[config.mk]
export PLATFORM = sky130hd
export DESIGN_NAME = lcs_top
export DESIGN_NICKNAME = d
export VERILOG_FILES = /design/src/rtl/lcs_top.v
export VERILOG_INCLUDE_DIRS = /design/src /design/src/rtl
export SDC_FILE = /design/constraint.sdc
export NUM_CORES = 1
export LEC_CHECK = 0
export ABC_AREA = 1
export BUFFER_PORTS_ARGS = -buffer_cell sky130_fd_sc_hd__buf_2
export CAP_MARGIN = 40
export CORE_ASPECT_RATIO = 1.2
export CORE_MARGIN = 1
export CORE_UTILIZATION = 24
export CTS_BUF_LIST = sky130_fd_sc_hd__clkbuf_8 sky130_fd_sc_hd__clkbuf_16
export DETAILED_ROUTE_END_ITERATION = 7
export GPL_TIMING_DRIVEN = 0
export PLACE_DENSITY = 0.47
export SLEW_MARGIN = 0
export SYNTH_ARGS = -nofsm -noshare
export SYNTH_HDL_FRONTEND = slang
export SYNTH_SLANG_ARGS = --single-unit
[constraint.sdc]
create_clock -name clk -period 1.5 [get_ports clk]
set_clock_uncertainty 0.1 [all_clocks]
set_input_delay 0.45 -clock clk [delete_from_list [all_inputs] [get_ports clk]]
set_output_delay 0.45 -clock clk [all_outputs]
set_load 0.02 [all_outputs]
[src/rtl/lcs_consts.vh]
`ifndef LCS_CONSTS_VH
`define LCS_CONSTS_VH

// System clock
`define LCS_CLK_HZ        25000000
`define LCS_CLK_NS        40

// Line timing, figures in ns at the top rate
`define LCS_BIT_NS        1000
`define LCS_CLR_NS        400
`define LCS_TRANS_NS      200
`define LCS_RXON_NS       750
`define LCS_RXOFF_NS      250
`define LCS_RXCK_NS       250
`define LCS_TMO_NS        1500

// Cycle counts; b is the bit time in ns, all but the clear length scale with it
`define LCS_CLR_CYC       (`LCS_CLR_NS / `LCS_CLK_NS)
`define LCS_HALF_CYC(b)   (((b) / 2) / `LCS_CLK_NS)
`define LCS_TRANS_CYC(b)  ((((b) * `LCS_TRANS_NS) / `LCS_BIT_NS) / `LCS_CLK_NS)
`define LCS_RXON_CYC(b)   ((((b) * `LCS_RXON_NS) / `LCS_BIT_NS) / `LCS_CLK_NS)
`define LCS_RXCK_CYC(b)   ((((b) * `LCS_RXCK_NS) / `LCS_BIT_NS) / `LCS_CLK_NS)
`define LCS_TMO_CYC(b)    ((((b) * `LCS_TMO_NS) / `LCS_BIT_NS) / `LCS_CLK_NS)

// Internal RC source 20 kHz, halved to 10 kHz
`define LCS_RC_HZ         20000
`define LCS_RC_CYC        (`LCS_CLK_HZ / `LCS_RC_HZ)

// Start-up sequence in bit times
`define LCS_CTS_BITS      4'h7
`define LCS_START_BITS    4'h3

// Power-up mark hold
`define LCS_PWRUP_MS      5
`define LCS_PWRUP_CYC     ((`LCS_PWRUP_MS * 1000000) / `LCS_CLK_NS)

// Register offsets
`define LCS_REG_RXCTL     2'h0
`define LCS_REG_TXCTL     2'h1
`define LCS_REG_MODE      2'h2
`define LCS_REG_STAT      2'h3

// Field positions
`define LCS_BIT_LOOP      5
`define LCS_BIT_CLR       7
`define LCS_BIT_RUN       0
`define LCS_BIT_HDX       1
`define LCS_BIT_SREQ      2

// Line levels and reset values
`define LCS_MARK          1'b1
`define LCS_RST_BYTE      8'h00

`endif

[src/rtl/lcs_top.v]
// Design decisions made here: the address map and strobed register access.
`timescale 1ns/1ns
`default_nettype none
`include "lcs_consts.vh"

module lcs_oneshot
#(
	parameter LEN    = 5,
	parameter RETRIG = 0
)
(
	input  wire clk,
	input  wire reset_n,
	input  wire trig,
	output reg  active
);
	reg [15:0] cnt_r;

	always @(posedge clk)
	begin
		if (!reset_n)
		begin
			cnt_r  <= 16'h0000;
			active <= 1'b0;
		end
		else if (trig && (RETRIG != 0 || !active))
		begin
			cnt_r  <= LEN[15:0] - 16'h0001;
			active <= 1'b1;
		end
		else if (active)
		begin
			if (cnt_r == 16'h0000)
				active <= 1'b0;
			else
				cnt_r <= cnt_r - 16'h0001;
		end
	end
endmodule // lcs_oneshot

module lcs_top
#(
	parameter BIT_NS      = `LCS_BIT_NS,
	parameter PWRUP_CYC   = `LCS_PWRUP_CYC
)
(
	input  wire       clk,
	input  wire       reset_n,
	input  wire [1:0] addr,
	input  wire [7:0] wdata,
	input  wire       wr_en,
	input  wire       rd_en,
	output reg  [7:0] rdata,
	input  wire       clear_n,
	input  wire       loopback_request,
	input  wire       step_strobe,
	input  wire       tx_serial_bit,
	input  wire       ext_tx_clk_in,
	input  wire       ext_rx_clk_in,
	input  wire       rx_det_pos,
	input  wire       rx_det_neg,
	output reg        tx_clock,
	output reg        rx_clock,
	output wire       rx_clear_pulse,
	output wire       tx_clear_pulse,
	output reg        internal_square_clock,
	output reg        tx_line,
	output reg        clear_to_send_n,
	output reg        tx_permit,
	output reg        rx_data
);
	localparam HALF_CYC = `LCS_HALF_CYC(BIT_NS);
	localparam TR_CYC   = `LCS_TRANS_CYC(BIT_NS);
	localparam ON_CYC   = `LCS_RXON_CYC(BIT_NS);
	localparam CK_CYC   = `LCS_RXCK_CYC(BIT_NS);
	localparam TMO_CYC  = `LCS_TMO_CYC(BIT_NS);
	localparam RC_CYC   = `LCS_RC_CYC;

	reg  [7:0]  rxctl_r;
	reg  [7:0]  txctl_r;
	reg  [7:0]  mode_r;
	wire        loop_ctl_bit    = rxctl_r[`LCS_BIT_LOOP];
	wire        run_flag        = mode_r[`LCS_BIT_RUN];
	wire        half_duplex_flag = mode_r[`LCS_BIT_HDX];
	wire        send_request_ff = mode_r[`LCS_BIT_SREQ];

	// Register port; an RXCTL or TXCTL write with bit seven low also clears its section
	wire        rx_ctl_select = (addr == `LCS_REG_RXCTL);
	wire        tx_ctl_select = (addr == `LCS_REG_TXCTL);
	wire        alu_bit_seven = wdata[`LCS_BIT_CLR];
	reg  [7:0]  stat_w;

	always @(posedge clk)
	begin
		if (!reset_n)
		begin
			rxctl_r <= `LCS_RST_BYTE;
			txctl_r <= `LCS_RST_BYTE;
			mode_r  <= `LCS_RST_BYTE;
			rdata   <= 8'h00;
		end
		else
		begin
			if (wr_en && rx_ctl_select)
				rxctl_r <= wdata;
			if (wr_en && tx_ctl_select)
				txctl_r <= wdata;
			if (wr_en && addr == `LCS_REG_MODE)
				mode_r <= wdata;
			if (rd_en)
			begin
				case (addr)
				`LCS_REG_RXCTL: rdata <= rxctl_r;
				`LCS_REG_TXCTL: rdata <= txctl_r;
				`LCS_REG_MODE:  rdata <= mode_r;
				default:        rdata <= stat_w;
				endcase
			end
			else
				rdata <= 8'h00;
		end
	end

	// Clear generators: trigger level falls on a clear request
	reg         rx_trig_d_r;
	reg         tx_trig_d_r;
	wire        rx_trig_lvl = ~(~clear_n | (wr_en & rx_ctl_select & ~alu_bit_seven));
	wire        tx_trig_lvl = ~(~clear_n | (wr_en & tx_ctl_select & ~alu_bit_seven));

	always @(posedge clk)
	begin
		if (!reset_n)
		begin
			rx_trig_d_r <= 1'b1;
			tx_trig_d_r <= 1'b1;
		end
		else
		begin
			rx_trig_d_r <= rx_trig_lvl;
			tx_trig_d_r <= tx_trig_lvl;
		end
	end

	lcs_oneshot #(.LEN(`LCS_CLR_CYC), .RETRIG(0)) u_rx_clr
	(
		.clk     (clk),
		.reset_n (reset_n),
		.trig    (rx_trig_d_r & ~rx_trig_lvl),
		.active  (rx_clear_pulse)
	);

	lcs_oneshot #(.LEN(`LCS_CLR_CYC), .RETRIG(0)) u_tx_clr
	(
		.clk     (clk),
		.reset_n (reset_n),
		.trig    (tx_trig_d_r & ~tx_trig_lvl),
		.active  (tx_clear_pulse)
	);

	// Internal square clock: 20 kHz tick, halved
	reg  [15:0] rc_cnt_r;

	always @(posedge clk)
	begin
		if (!reset_n)
		begin
			rc_cnt_r              <= 16'h0000;
			internal_square_clock <= 1'b0;
		end
		else if (rc_cnt_r == RC_CYC[15:0] - 16'h0001)
		begin
			rc_cnt_r              <= 16'h0000;
			internal_square_clock <= ~internal_square_clock;
		end
		else
			rc_cnt_r <= rc_cnt_r + 16'h0001;
	end

	// Pin inputs, two flip-flops before use
	// Not reset: they fill with the pin levels during reset, so no false edge follows it
	reg  [1:0]  etx_s_r;
	reg  [1:0]  erx_s_r;
	reg  [1:0]  dpos_s_r;
	reg  [1:0]  dneg_s_r;

	always @(posedge clk)
	begin
		etx_s_r  <= {etx_s_r[0], ext_tx_clk_in};
		erx_s_r  <= {erx_s_r[0], ext_rx_clk_in};
		dpos_s_r <= {dpos_s_r[0], rx_det_pos};
		dneg_s_r <= {dneg_s_r[0], rx_det_neg};
	end

	// Modem transmitter; bit time is 2*HALF_CYC, so 24 cycles at 1 Mbps
	// (about 4 percent fast, inside the oscillator tolerance)
	reg  [7:0]  osc_cnt_r;
	reg         bit_phase_r;
	reg         data_ff_r;
	reg         out_ff_r;
	reg         rts_ff_r;
	reg  [3:0]  bit_cnt_r;
	reg         enable_r;
	reg  [19:0] pwr_cnt_r;
	reg         pwr_ok_r;
	wire        osc_tick  = (osc_cnt_r == HALF_CYC[7:0] - 8'h01);
	wire        bit_start = osc_tick & ~bit_phase_r;
	wire        mid_bit   = osc_tick & bit_phase_r;

	always @(posedge clk)
	begin
		if (!reset_n)
		begin
			osc_cnt_r   <= 8'h00;
			bit_phase_r <= 1'b0;
			data_ff_r   <= 1'b0;
			out_ff_r    <= 1'b0;
		end
		else
		begin
			osc_cnt_r <= osc_tick ? 8'h00 : osc_cnt_r + 8'h01;
			if (osc_tick)
				bit_phase_r <= ~bit_phase_r;
			if (bit_start)
				data_ff_r <= ~tx_serial_bit;
			// Boundary pulse always; mid-bit pulse only for a space
			// Data ff holds the inverted bit, so it is high for a space
			if (bit_start || (mid_bit && data_ff_r))
				out_ff_r <= ~out_ff_r;
		end
	end

	// Request, clear-to-send delay and enable sequencing
	always @(posedge clk)
	begin
		if (!reset_n)
		begin
			rts_ff_r        <= 1'b0;
			bit_cnt_r       <= 4'h0;
			clear_to_send_n <= 1'b1;
			tx_permit       <= 1'b0;
			enable_r        <= 1'b0;
		end
		else if (!send_request_ff)
		begin
			rts_ff_r        <= 1'b0;
			bit_cnt_r       <= 4'h0;
			clear_to_send_n <= 1'b1;
			tx_permit       <= 1'b0;
			enable_r        <= 1'b0;
		end
		else
		begin
			rts_ff_r <= 1'b1;
			if (rts_ff_r && bit_start && bit_cnt_r != `LCS_CTS_BITS + `LCS_START_BITS)
				bit_cnt_r <= bit_cnt_r + 4'h1;
			if (bit_cnt_r == `LCS_CTS_BITS)
			begin
				clear_to_send_n <= 1'b0;
				tx_permit       <= 1'b1;
			end
			if (bit_cnt_r == `LCS_CTS_BITS + `LCS_START_BITS)
				enable_r <= 1'b1;
		end
	end

	// Power-up mark hold; the count is a parameter for short simulations
	always @(posedge clk)
	begin
		if (!reset_n)
		begin
			pwr_cnt_r <= 20'h00000;
			pwr_ok_r  <= 1'b0;
		end
		else if (!pwr_ok_r)
		begin
			if (pwr_cnt_r == PWRUP_CYC[19:0] - 20'h00001)
				pwr_ok_r <= 1'b1;
			else
				pwr_cnt_r <= pwr_cnt_r + 20'h00001;
		end
	end

	always @(posedge clk)
	begin
		if (!reset_n)
			tx_line <= `LCS_MARK;
		else if (enable_r && pwr_ok_r && !clear_to_send_n && send_request_ff)
			tx_line <= out_ff_r;
		else
			tx_line <= `LCS_MARK;
	end

	// Modem receiver
	reg         pos_d_r;
	reg         neg_d_r;
	wire        pos_pls;
	wire        neg_pls;
	reg         comb_d_r;
	wire        comb_pls = pos_pls | neg_pls;
	wire        comb_rise = comb_pls & ~comb_d_r;
	wire        on_pls;
	reg         on_d_r;
	wire        ck_pls;
	wire        tmo_act;
	reg         mid_seen_r;

	always @(posedge clk)
	begin
		pos_d_r <= dpos_s_r[1];
		neg_d_r <= dneg_s_r[1];
		if (!reset_n)
		begin
			comb_d_r <= 1'b0;
			on_d_r   <= 1'b0;
		end
		else
		begin
			comb_d_r <= comb_pls;
			on_d_r   <= on_pls;
		end
	end

	lcs_oneshot #(.LEN(TR_CYC), .RETRIG(0)) u_pos
	(
		.clk     (clk),
		.reset_n (reset_n),
		.trig    (dpos_s_r[1] & ~pos_d_r),
		.active  (pos_pls)
	);

	lcs_oneshot #(.LEN(TR_CYC), .RETRIG(0)) u_neg
	(
		.clk     (clk),
		.reset_n (reset_n),
		.trig    (dneg_s_r[1] & ~neg_d_r),
		.active  (neg_pls)
	);

	lcs_oneshot #(.LEN(ON_CYC), .RETRIG(0)) u_on
	(
		.clk     (clk),
		.reset_n (reset_n),
		.trig    (comb_rise),
		.active  (on_pls)
	);

	lcs_oneshot #(.LEN(CK_CYC), .RETRIG(0)) u_ck
	(
		.clk     (clk),
		.reset_n (reset_n),
		.trig    (comb_rise & ~on_pls),
		.active  (ck_pls)
	);

	lcs_oneshot #(.LEN(TMO_CYC), .RETRIG(1)) u_tmo
	(
		.clk     (clk),
		.reset_n (reset_n),
		.trig    (on_pls & ~on_d_r),
		.active  (tmo_act)
	);

	// A transition inside the on window (on_pls) marks a space
	always @(posedge clk)
	begin
		if (!reset_n || !tmo_act)
		begin
			mid_seen_r <= 1'b0;
			rx_data    <= 1'b0;
		end
		else
		begin
			if (on_pls && comb_rise)
				mid_seen_r <= 1'b1;
			else if (on_d_r && !on_pls)
				mid_seen_r <= 1'b0;
			if (on_d_r && !on_pls)
				rx_data <= ~mid_seen_r;
		end
	end

	// Clock source selector
	reg         step_clk_r;
	wire        sel_lo = loopback_request | loop_ctl_bit;
	wire        sel_hi = run_flag;
	reg         tx_src;
	reg         rx_src;

	always @*
	begin
		case ({sel_hi, sel_lo})
		2'b00:
		begin
			tx_src = bit_phase_r;
			rx_src = ck_pls;
		end
		2'b01:
		begin
			tx_src = step_clk_r;
			rx_src = step_clk_r;
		end
		2'b10:
		begin
			tx_src = etx_s_r[1];
			rx_src = erx_s_r[1];
		end
		default:
		begin
			tx_src = internal_square_clock;
			rx_src = internal_square_clock;
		end
		endcase
	end

	always @(posedge clk)
	begin
		if (!reset_n)
		begin
			step_clk_r <= 1'b0;
			tx_clock   <= 1'b0;
			rx_clock   <= 1'b0;
		end
		else
		begin
			step_clk_r <= step_strobe;
			tx_clock   <= tx_src;
			rx_clock   <= rx_src & ~(half_duplex_flag & send_request_ff);
		end
	end

	always @*
	begin
		stat_w = {rx_data, tmo_act, pwr_ok_r, enable_r, tx_permit,
			rts_ff_r, sel_hi, sel_lo};
	end
endmodule // lcs_top
`default_nettype wire

==> results of run 1 <==
==> final timing paths <==
kind,startpoint,to,cells after the start
max reg2reg,u_pos.cnt_r[0],u_pos.cnt_r[7],11
min reg2reg,erx_s_r[0],erx_s_r[1],0
min,clear_n,tx_trig_d_r,3
max,tx_permit,tx_permit,1
==> cells in the mapped netlist, drive strengths merged <==
library cell	number
nand2	472
nor2	285
inv	232
dfxtp	228
a21oi	147
nand3	123
o21ai	67
nand4	40
xor2	37
buf	36
nor3	21
ha	14
clkbuf	6
nand3b	6
and2	5
o221ai	5
xnor2	5
o211ai	4
nor3b	3
o21a	3
o21bai	3
or2	3
a41oi	2
nor4	2
o22ai	2
a311oi	1
a31oi	1
and3	1
or3b	1
or4	1
==> flip-flops by register name, summed over array words and instances (netlist names), 4 cells and up <==
name            cells
u_neg.cnt_r        16
u_ck.cnt_r         16
u_pos.cnt_r        16
bit_cnt_r           4
u_on.cnt_r         16
rdata               8
u_tmo.cnt_r        16
u_rx_clr.cnt_r     16
rxctl_r             8
mode_r              8
osc_cnt_r           8
pwr_cnt_r          20
rc_cnt_r           16
u_tx_clr.cnt_r     16
txctl_r             8
==> timing repair <==
action | CTS | global route
pin swaps | 92 | 155
gates cloned | 12 | 8
buffers inserted | 82 | 32
endpoints found under the setup margin | 181 | 180
gates resized for setup | 307 | 409
hold buffers | 6 | 0
hold endpoints to repair | 6 | 0
==> per-layer routing <==
metal / up-vias / track usage, %
met2: 199 / 23.3
li1: 5990 / -
met4: 10 / 5.06
met5: - / 0
met3: 87 / 2.85
met1: 5435 / 16.0
==> power by group through the flow <==
stage | Clock, mW | Sequential (mW) | Combinational [mW]
5_1_grt | 8.17 | 7.72 | 16.6
3_3_place_gp | 0 | 7.44 | 9.12
4_1_cts | 7.95 | 7.42 | 11.9
6_report | 7.70 | 7.63 | 15.1
2_1_floorplan | 0 | 7.30 | 7.40
3_5_place_dp | 0 | 7.44 | 9.15
==> logic make-up (layout without fill, tap and decap cells) <==
logic type	after synthesis	after routing	synth area share, %
AND/OR/NAND/NOR	963	965	35.6
buffers and inverters	274	492	9.90
AO/OA/AOI/OAI	235	235	11.0
flip-flops	228	228	38.9
XOR/XNOR	42	42	3.13
adder cells (fa/ha/maj)	14	14	1.49
other	0	1	0
==> cell usage in the layout (no fill, tap or decap), types with 6 or more instances in the layout <==
cell type | synthesis | layout
sky130_fd_sc_hd__o21ai_2 | 2 | 9
sky130_fd_sc_hd__nand2_1 | 442 | 344
sky130_fd_sc_hd__buf_12 | 1 | 6
sky130_fd_sc_hd__nor2_2 | 12 | 58
sky130_fd_sc_hd__nor2_4 | 7 | 53
sky130_fd_sc_hd__buf_4 | 7 | 79
sky130_fd_sc_hd__nand4_1 | 40 | 40
sky130_fd_sc_hd__o21ai_1 | 1 | 10
sky130_fd_sc_hd__dfxtp_4 | 0 | 16
sky130_fd_sc_hd__nor3_1 | 19 | 11
sky130_fd_sc_hd__nand3b_1 | 6 | 6
sky130_fd_sc_hd__inv_2 | 10 | 26
sky130_fd_sc_hd__nand2_4 | 6 | 57
sky130_fd_sc_hd__buf_8 | 0 | 12
sky130_fd_sc_hd__nand3_1 | 119 | 90
sky130_fd_sc_hd__xor2_1 | 37 | 35
sky130_fd_sc_hd__inv_1 | 222 | 200
sky130_fd_sc_hd__o21ai_0 | 64 | 48
sky130_fd_sc_hd__clkbuf_8 | 0 | 7
sky130_fd_sc_hd__ha_4 | 0 | 10
sky130_fd_sc_hd__nor3_4 | 0 | 7
sky130_fd_sc_hd__a21oi_2 | 12 | 68
sky130_fd_sc_hd__nand2_2 | 24 | 69
sky130_fd_sc_hd__bufinv_16 | 0 | 6
sky130_fd_sc_hd__nor2_1 | 266 | 174
sky130_fd_sc_hd__buf_2 | 13 | 25
sky130_fd_sc_hd__buf_6 | 10 | 61
sky130_fd_sc_hd__dfxtp_1 | 228 | 130
sky130_fd_sc_hd__dfxtp_2 | 0 | 82
sky130_fd_sc_hd__a21oi_1 | 135 | 76
sky130_fd_sc_hd__clkbuf_16 | 0 | 34
sky130_fd_sc_hd__dlygate4sd3_1 | 0 | 6
sky130_fd_sc_hd__nand3_2 | 4 | 28
==> metrics by stage <==
stage | cells | utilization (%)
final | 2607 | 35.8
after global routing | 2606 | 35.8
after CTS | 2574 | 32.3
after detailed placement | 2424 | 26.5
after global placement | 2423 | 26.5
after floorplan | 1756 | -
==> area by class of cell <==
cell class	count	area, µm²	share of cell area (%)
clock inverters	17	239	1.39
diodes	1	2.50	0.0145
flip-flops and latches	228	4730	27.4
multi-input cells	1256	7730	44.8
well taps	630	788	4.57
repair buffers	167	1610	9.32
clock buffers	36	822	4.77
plain buffers	40	415	2.41
inverters	232	916	5.31
==> results.txt, run 1 <==
----------------------------------------------------
[STA]
  Tmin final ... roughly 1.6 ns
  Max Transition Viols Final ... 0
  Unrepaired setup endpoints after global routing ... true
  Final setup vio count ... 86
  Period Utilization, post-route ... 106%
  Final setup TNS ... -3.00 ns
  Smallest setup slack after layout ... -0.0957 ns
  Measured slew at the worst slew-check pin ... ~0.86 ns
  Worst slack on hold paths ... roughly 0.046 ns
  Worst rel slew slack ... 42.8%
  Total count of hold-check failures in the final report ... 0
  Highest clock rate ... 627 MHz

[Drt]
  Top routing layer in use ... met5
  Wire length on met1 ... 15.3 mm
  Drt total wl ... 35.1 mm
  Met3 layer wire length in the routed design ... 1.45 mm
  Mean routed wirelength per cell ... approximately 13 µm
  DRT antenna net count ... 0
  Total met2 wirelength after detailed routing ... approximately 17 mm
  Via count ... 11,700
  Final routed DRC violation total ... 0
  First-pass DRT Iterations ... 6
  Via count normalized by instance count ... 4.50
  Starting DRC count in detailed routing ... between 500 and 600

[Global route]
  Number of antenna violations at the first check in global routing ... 5
  Total Routing Usage GR ... between 10% and 20%
  Maximum number of pins on one net before global-route repair ... 14
  Via count of the first global-routing pass ... 11,100
  First-pass GRT wire length ... 54.5 mm
  Global route total overflow ... 0

[Floorplan]
  Core box area ... slightly below 0.05 mm²
  Io pins ... 39
  Rows ... 88
  Overall die width ... just over 200 µm
  Die height ... about 240 µm
  Die ar. ... 0.0498 mm²
  Starting Density ... between 20% and 30%

[Clock tree]
  Number of buffers on the longest clock path ... 3
  Clock root buffer ... sky130_fd_sc_hd__clkbuf_16
  Source-to-sink clock delay at the later pin of the worst-skew pair ... ~0.56 ns
  Clock tree from TritonCTS ... yes
  Sinks on Clock Net ... 228
  CTS H-tree depth ... 1
  Clk pin slew, worst setup/hold paths ... ~0.06 ns
  Total CTS buffers ... 29

[Critical path]
  Worst Path Buf+Inv ... 1
  Stage delay of the slowest cell on the critical path ... between 0.3 and 0.4 ns
  Nature of the critical path startpoint ... register
  CP max-delay cell ... sky130_fd_sc_hd__dfxtp_4
  Cells along the critical path ... buf_6
  WP data arrival ... ~1.1 ns
  Family with the most delay on the worst path ... flip-flops
  CP Capture Type ... output port
  Critical Path Fanout Max ... 2
  Reg-to-reg slack, setup ... -0.07 ns
  Critical path start-end classification ... reg -> out
  Critical Path RT ... between 0.9 and 1 ns

[Min path]
  Path type of the worst min-delay path ... in -> reg

[Yosys]
  Yosys top cell area share ... 38.9%
  Post-synthesis sequential element count ... ~230
  Cell types with the largest area share after synthesis ... sky130_fd_sc_hd__dfxtp_1 39%, sky130_fd_sc_hd__nand2_1 14%, sky130_fd_sc_hd__nor2_1 8.5%
  Dominant cell type by area after synthesis ... sky130_fd_sc_hd__dfxtp_1
  Sequential fraction of the synthesis area ... 38.9%
  Post-Synthesis Cell Area ... 0.0117 mm²
  Average cell area after synthesis ... 6.69 µm²
  Count of mapped cells out of synthesis ... ~1,800
  Warning count from the yosys run ... 0
  Count of unique library cells instantiated by Yosys ... 44
  Mapped Nets ... approximately 1,800

[Power and ir drop]
  Part of the power in combinational logic ... between 40 and 50%
  Sum of internal, switching and leakage power ... between 30 and 40 mW
  Sequential group share of total power ... ~25%
  Maximum ir drop on the vdd rail ... between 0.0008 and 0.0009 V
  Switch share ... roughly 40%
  Leakage power total ... 7.36 nW
  P_int ... around 18 mW
  Power dissipated by switching net loads ... ~12 mW
  PD cells ... between 1500 and 2000 mW/mm²
  Relative contribution of the clock network to total power ... 25.3%

[Run status]
  Run status ... finished with violations
  Violations in the final reports ... negative setup slack

[Finish]
  Area delta synth->final ... 46.9%
  Filler instances ... ~5,000
  Final standard cell area without fillers ... 0.0172 mm²
  Final Net Count ... between 1,500 and 2,000
  Layout cells sized above 1 ... around 38%

[Flow run]
  Reported max-cap violation count ... 0

[Place]
  Placed inst area ... about 0.013 mm²
  Final HPWL from detailed placement ... between 20 and 25 mm
  RePlAce Congestion ... 0.846
  IO Port Bufs ... 37
  Worst Setup Slack post-DPL ... -0.650 ns

----------------------------------------------------
Power figures use the tool's default switching activity.
==> run 2: changes to the inputs <==
- CORE_UTILIZATION: 24 -> 40
- PLACE_DENSITY: 0.47 -> 0.65
==> run 2 against run 1 <==
Against the previous run: the run still ends with negative setup slack left; first-iteration DRC count shrank 10%; combinational power shrank 8%; cell area decreased by 5.4%; non-clock buffer count fell by 13; cell count decreased by 10%; clock-buffer cell count shrank 6; fmax is 1.9% lower; via count down 0.17%; worst setup slack worse by 0.030 ns; critical endpoint is now pwr_cnt_r[12]; largest power group unchanged.
==> results.txt, run 2 (synthesis gave the netlist of run 1 again) <==
----------------------------------------------------
[Flow run]
  Reported max-cap violation count ... 0 (unchanged)

[Floorplan]
  Rows ... 68 (-23%)
  Starting Density ... 40.7% (+16 points)
  Core box area ... 0.0288 mm² (-40%)
  Die height ... 190 µm (-22%)
  Die ar. ... 0.0300 mm² (-40%)
  Overall die width ... 158 µm (-22%)
  Io pins ... 39 (unchanged)

[Finish]
  Area delta synth->final ... 39.0%
  Most frequent cells in the layout ... 360 x sky130_fd_sc_hd__nand2_1, 201 x sky130_fd_sc_hd__inv_1, 188 x sky130_fd_sc_hd__nor2_1
  Final Net Count ... 1,972 (-0.90%)
  Diodes inserted ... 0 (-1)
  Register with the highest flop count ... pwr_cnt_r
  Max reg flops ... 20 (unchanged)
  Filler instances ... 2,521 (-49%)
  Final standard cell area without fillers ... 0.0163 mm² (-5.4%)
  Commonest non-fill, non-tap cell in the layout ... sky130_fd_sc_hd__nand2_1
  Layout cells sized above 1 ... 35.0% (-3.5 points)

[STA]
  Max Transition Viols Final ... 0 (unchanged)
  Measured slew at the worst slew-check pin ... 0.782 ns (-0.0753 ns)
  Total count of hold-check failures in the final report ... 0 (unchanged)
  Smallest setup slack after layout ... -0.126 ns (-0.0301 ns)
  Highest clock rate ... 615 MHz (-1.9%)
  Worst rel slew slack ... 47.8% (+5.0 points)
  Unrepaired setup endpoints after global routing ... true
  Tmin final ... 1.63 ns (+0.0301 ns)
  Final setup vio count ... 93 (+8.1%)
  Period Utilization, post-route ... 108% (+2.0 points)

[Place]
  Final HPWL from detailed placement ... 19.3 mm (-14%)
  IO Port Bufs ... 37 (unchanged)
  Worst Setup Slack post-DPL ... -0.468 ns (+0.182 ns)
  Placed inst area ... 0.0125 mm² (-2.5%)
  RePlAce Congestion ... 0.897 (+6.0%)

[Drt]
  DRT antenna net count ... 0 (unchanged)
  Via count normalized by instance count ... 5.00 (+11%)
  Final routed DRC violation total ... 0 (unchanged)
  First-pass DRT Iterations ... 5 (-1)
  Met3 layer wire length in the routed design ... 1.08 mm (-25%)
  Starting DRC count in detailed routing ... 507 (-10%)
  Top routing layer in use ... met4
  Wire length on met1 ... 13.3 mm (-13%)
  Mean routed wirelength per cell ... 13.6 µm (+0.84%)
  Drt total wl ... 31.8 mm (-9.5%)
  Total met2 wirelength after detailed routing ... 16.4 mm (-3.7%)
  Via count ... 11,700 (-0.17%)

[Clock tree]
  Clk pin slew, worst setup/hold paths ... 0.06 ns (about the same)
  Number of buffers on the longest clock path ... 3 (unchanged)
  Source-to-sink clock delay at the later pin of the worst-skew pair ... 0.54 ns (-0.02 ns)
  Clock root buffer ... sky130_fd_sc_hd__clkbuf_16
  CTS H-tree depth ... 1 (unchanged)
  Clock tree from TritonCTS ... yes
  Total CTS buffers ... 25 (-14%)
  Sinks on Clock Net ... 228 (unchanged)

[Critical path]
  Critical Path RT ... 1.80 ns (+0.85 ns)
  Reg-to-reg slack, setup ... -0.13 ns (-0.06 ns)
  Nature of the critical path startpoint ... register
  CP Capture Type ... register
  Critical path start-end classification ... reg -> reg
  WP data arrival ... 1.92 ns (+0.87 ns)
  Critical Path Fanout Max ... 7 (+5)

[Min path]
  Path type of the worst min-delay path ... in -> reg

[Run status]
  Violations in the final reports ... negative setup slack
  Run status ... finished with violations

[Global route]
  Number of antenna violations at the first check in global routing ... 0 (-5)
  Via count of the first global-routing pass ... 10,600 (-4.3%)
  Global route total overflow ... 0 (unchanged)
  First-pass GRT wire length ... 48.9 mm (-10%)
  Total Routing Usage GR ... 19.6% (+6.2 points)
  Maximum number of pins on one net before global-route repair ... 15 (+1)

[Power and ir drop]
  Maximum ir drop on the vdd rail ... 0.00124 V (+39%)
  PD cells ... 1710 mW/mm² (-3.0%)
  Leakage power total ... 7.06 nW (-4.1%)

----------------------------------------------------
==> run 2: cell types whose count changed in the layout (fill, tap and decap cells not counted), moves of 12 or more <==
cell	previous run	this run
sky130_fd_sc_hd__buf_6	61	49
sky130_fd_sc_hd__nand2_2	69	57
sky130_fd_sc_hd__dfxtp_2	82	62
sky130_fd_sc_hd__dfxtp_1	130	155
sky130_fd_sc_hd__nand2_1	344	360
sky130_fd_sc_hd__nor2_4	53	38
sky130_fd_sc_hd__nor2_1	174	188
==> run 2: per-layer routing <==
layer	up-vias	global-route usage [%]
met5	-	0
met4	0	6.69
li1	5957	-
met2	211	35.5
met1	5463	23.7
met3	70	2.32
==> run 2: repair_timing <==
action                     in CTS  in global routing
gates resized for setup       244                376
hold buffers                    6                  0
pin swaps                      52                143
gates cloned                   10                  7
hold endpoints to repair        6                  0
setup endpoints to repair     176                176
setup buffers                  53                 43
==> run 2: critical path, cell delays in order, from the launching register on <==
cell and delay, ns:
sky130_fd_sc_hd__dfxtp_4 0.36, sky130_fd_sc_hd__ha_4 0.15, sky130_fd_sc_hd__nand2_4 0.06, sky130_fd_sc_hd__inv_2 0.05
sky130_fd_sc_hd__nand2_2 0.06, sky130_fd_sc_hd__nor2_4 0.15, sky130_fd_sc_hd__nand3_4 0.16, sky130_fd_sc_hd__nand2_8 0.13
sky130_fd_sc_hd__buf_6 0.12, sky130_fd_sc_hd__inv_8 0.05, sky130_fd_sc_hd__nand2_4 0.05, sky130_fd_sc_hd__a21oi_2 0.05
==> run 2: final cells by class <==
cell class | count | area, µm² | area share, %
Multi-Input combinational cell | 1255 | 7570 | 46.4
Sequential cell | 228 | 4680 | 28.7
Inverter | 232 | 916 | 5.61
Timing Repair Buffer | 154 | 1430 | 8.74
Clock inverter | 15 | 158 | 0.966
Tap cell | 385 | 482 | 2.95
Buffer | 40 | 397 | 2.43
Clock buffer | 30 | 694 | 4.25
==> run 2: path summary, 6_finish.rpt <==
| kind | startpoint | to | depth (start not counted) |
|---|---|---|---|
| setup / recovery | pwr_cnt_r[1] | pwr_cnt_r[12] | 11 |
| hold / removal | wdata[0] | rxctl_r[0] | 3 |
| setup reg to reg | pwr_cnt_r[1] | pwr_cnt_r[12] | 11 |
| hold reg to reg | dpos_s_r[0] | dpos_s_r[1] | 0 |
==> run 2: power by group <==
| group | switching, mW | internal [mW] | total (mW) |
|---|---|---|---|
| sequential | 0.784 | 6.75 | 7.54 |
| combinational | 8.09 | 5.85 | 13.9 |
| clock | 2.59 | 3.80 | 6.40 |
| total | 11.5 | 16.4 | 27.9 |
==> run 2: stage by stage <==
step	hold WS, ns	utilization (%)	power (mW)	cells	TNS (ns)
3_3_place_gp	0.212	43.2	16.3	2178	-49.58
2_1_floorplan	0.210	-	14.7	1756	-0.817
5_1_grt	0.103	56.6	29.7	2339	-12.40
4_1_cts	0.0816	50.8	24.7	2291	-1.59
6_report	0.0865	56.6	27.9	2339	-4.55
3_5_place_dp	0.212	43.2	16.4	2178	-51.56
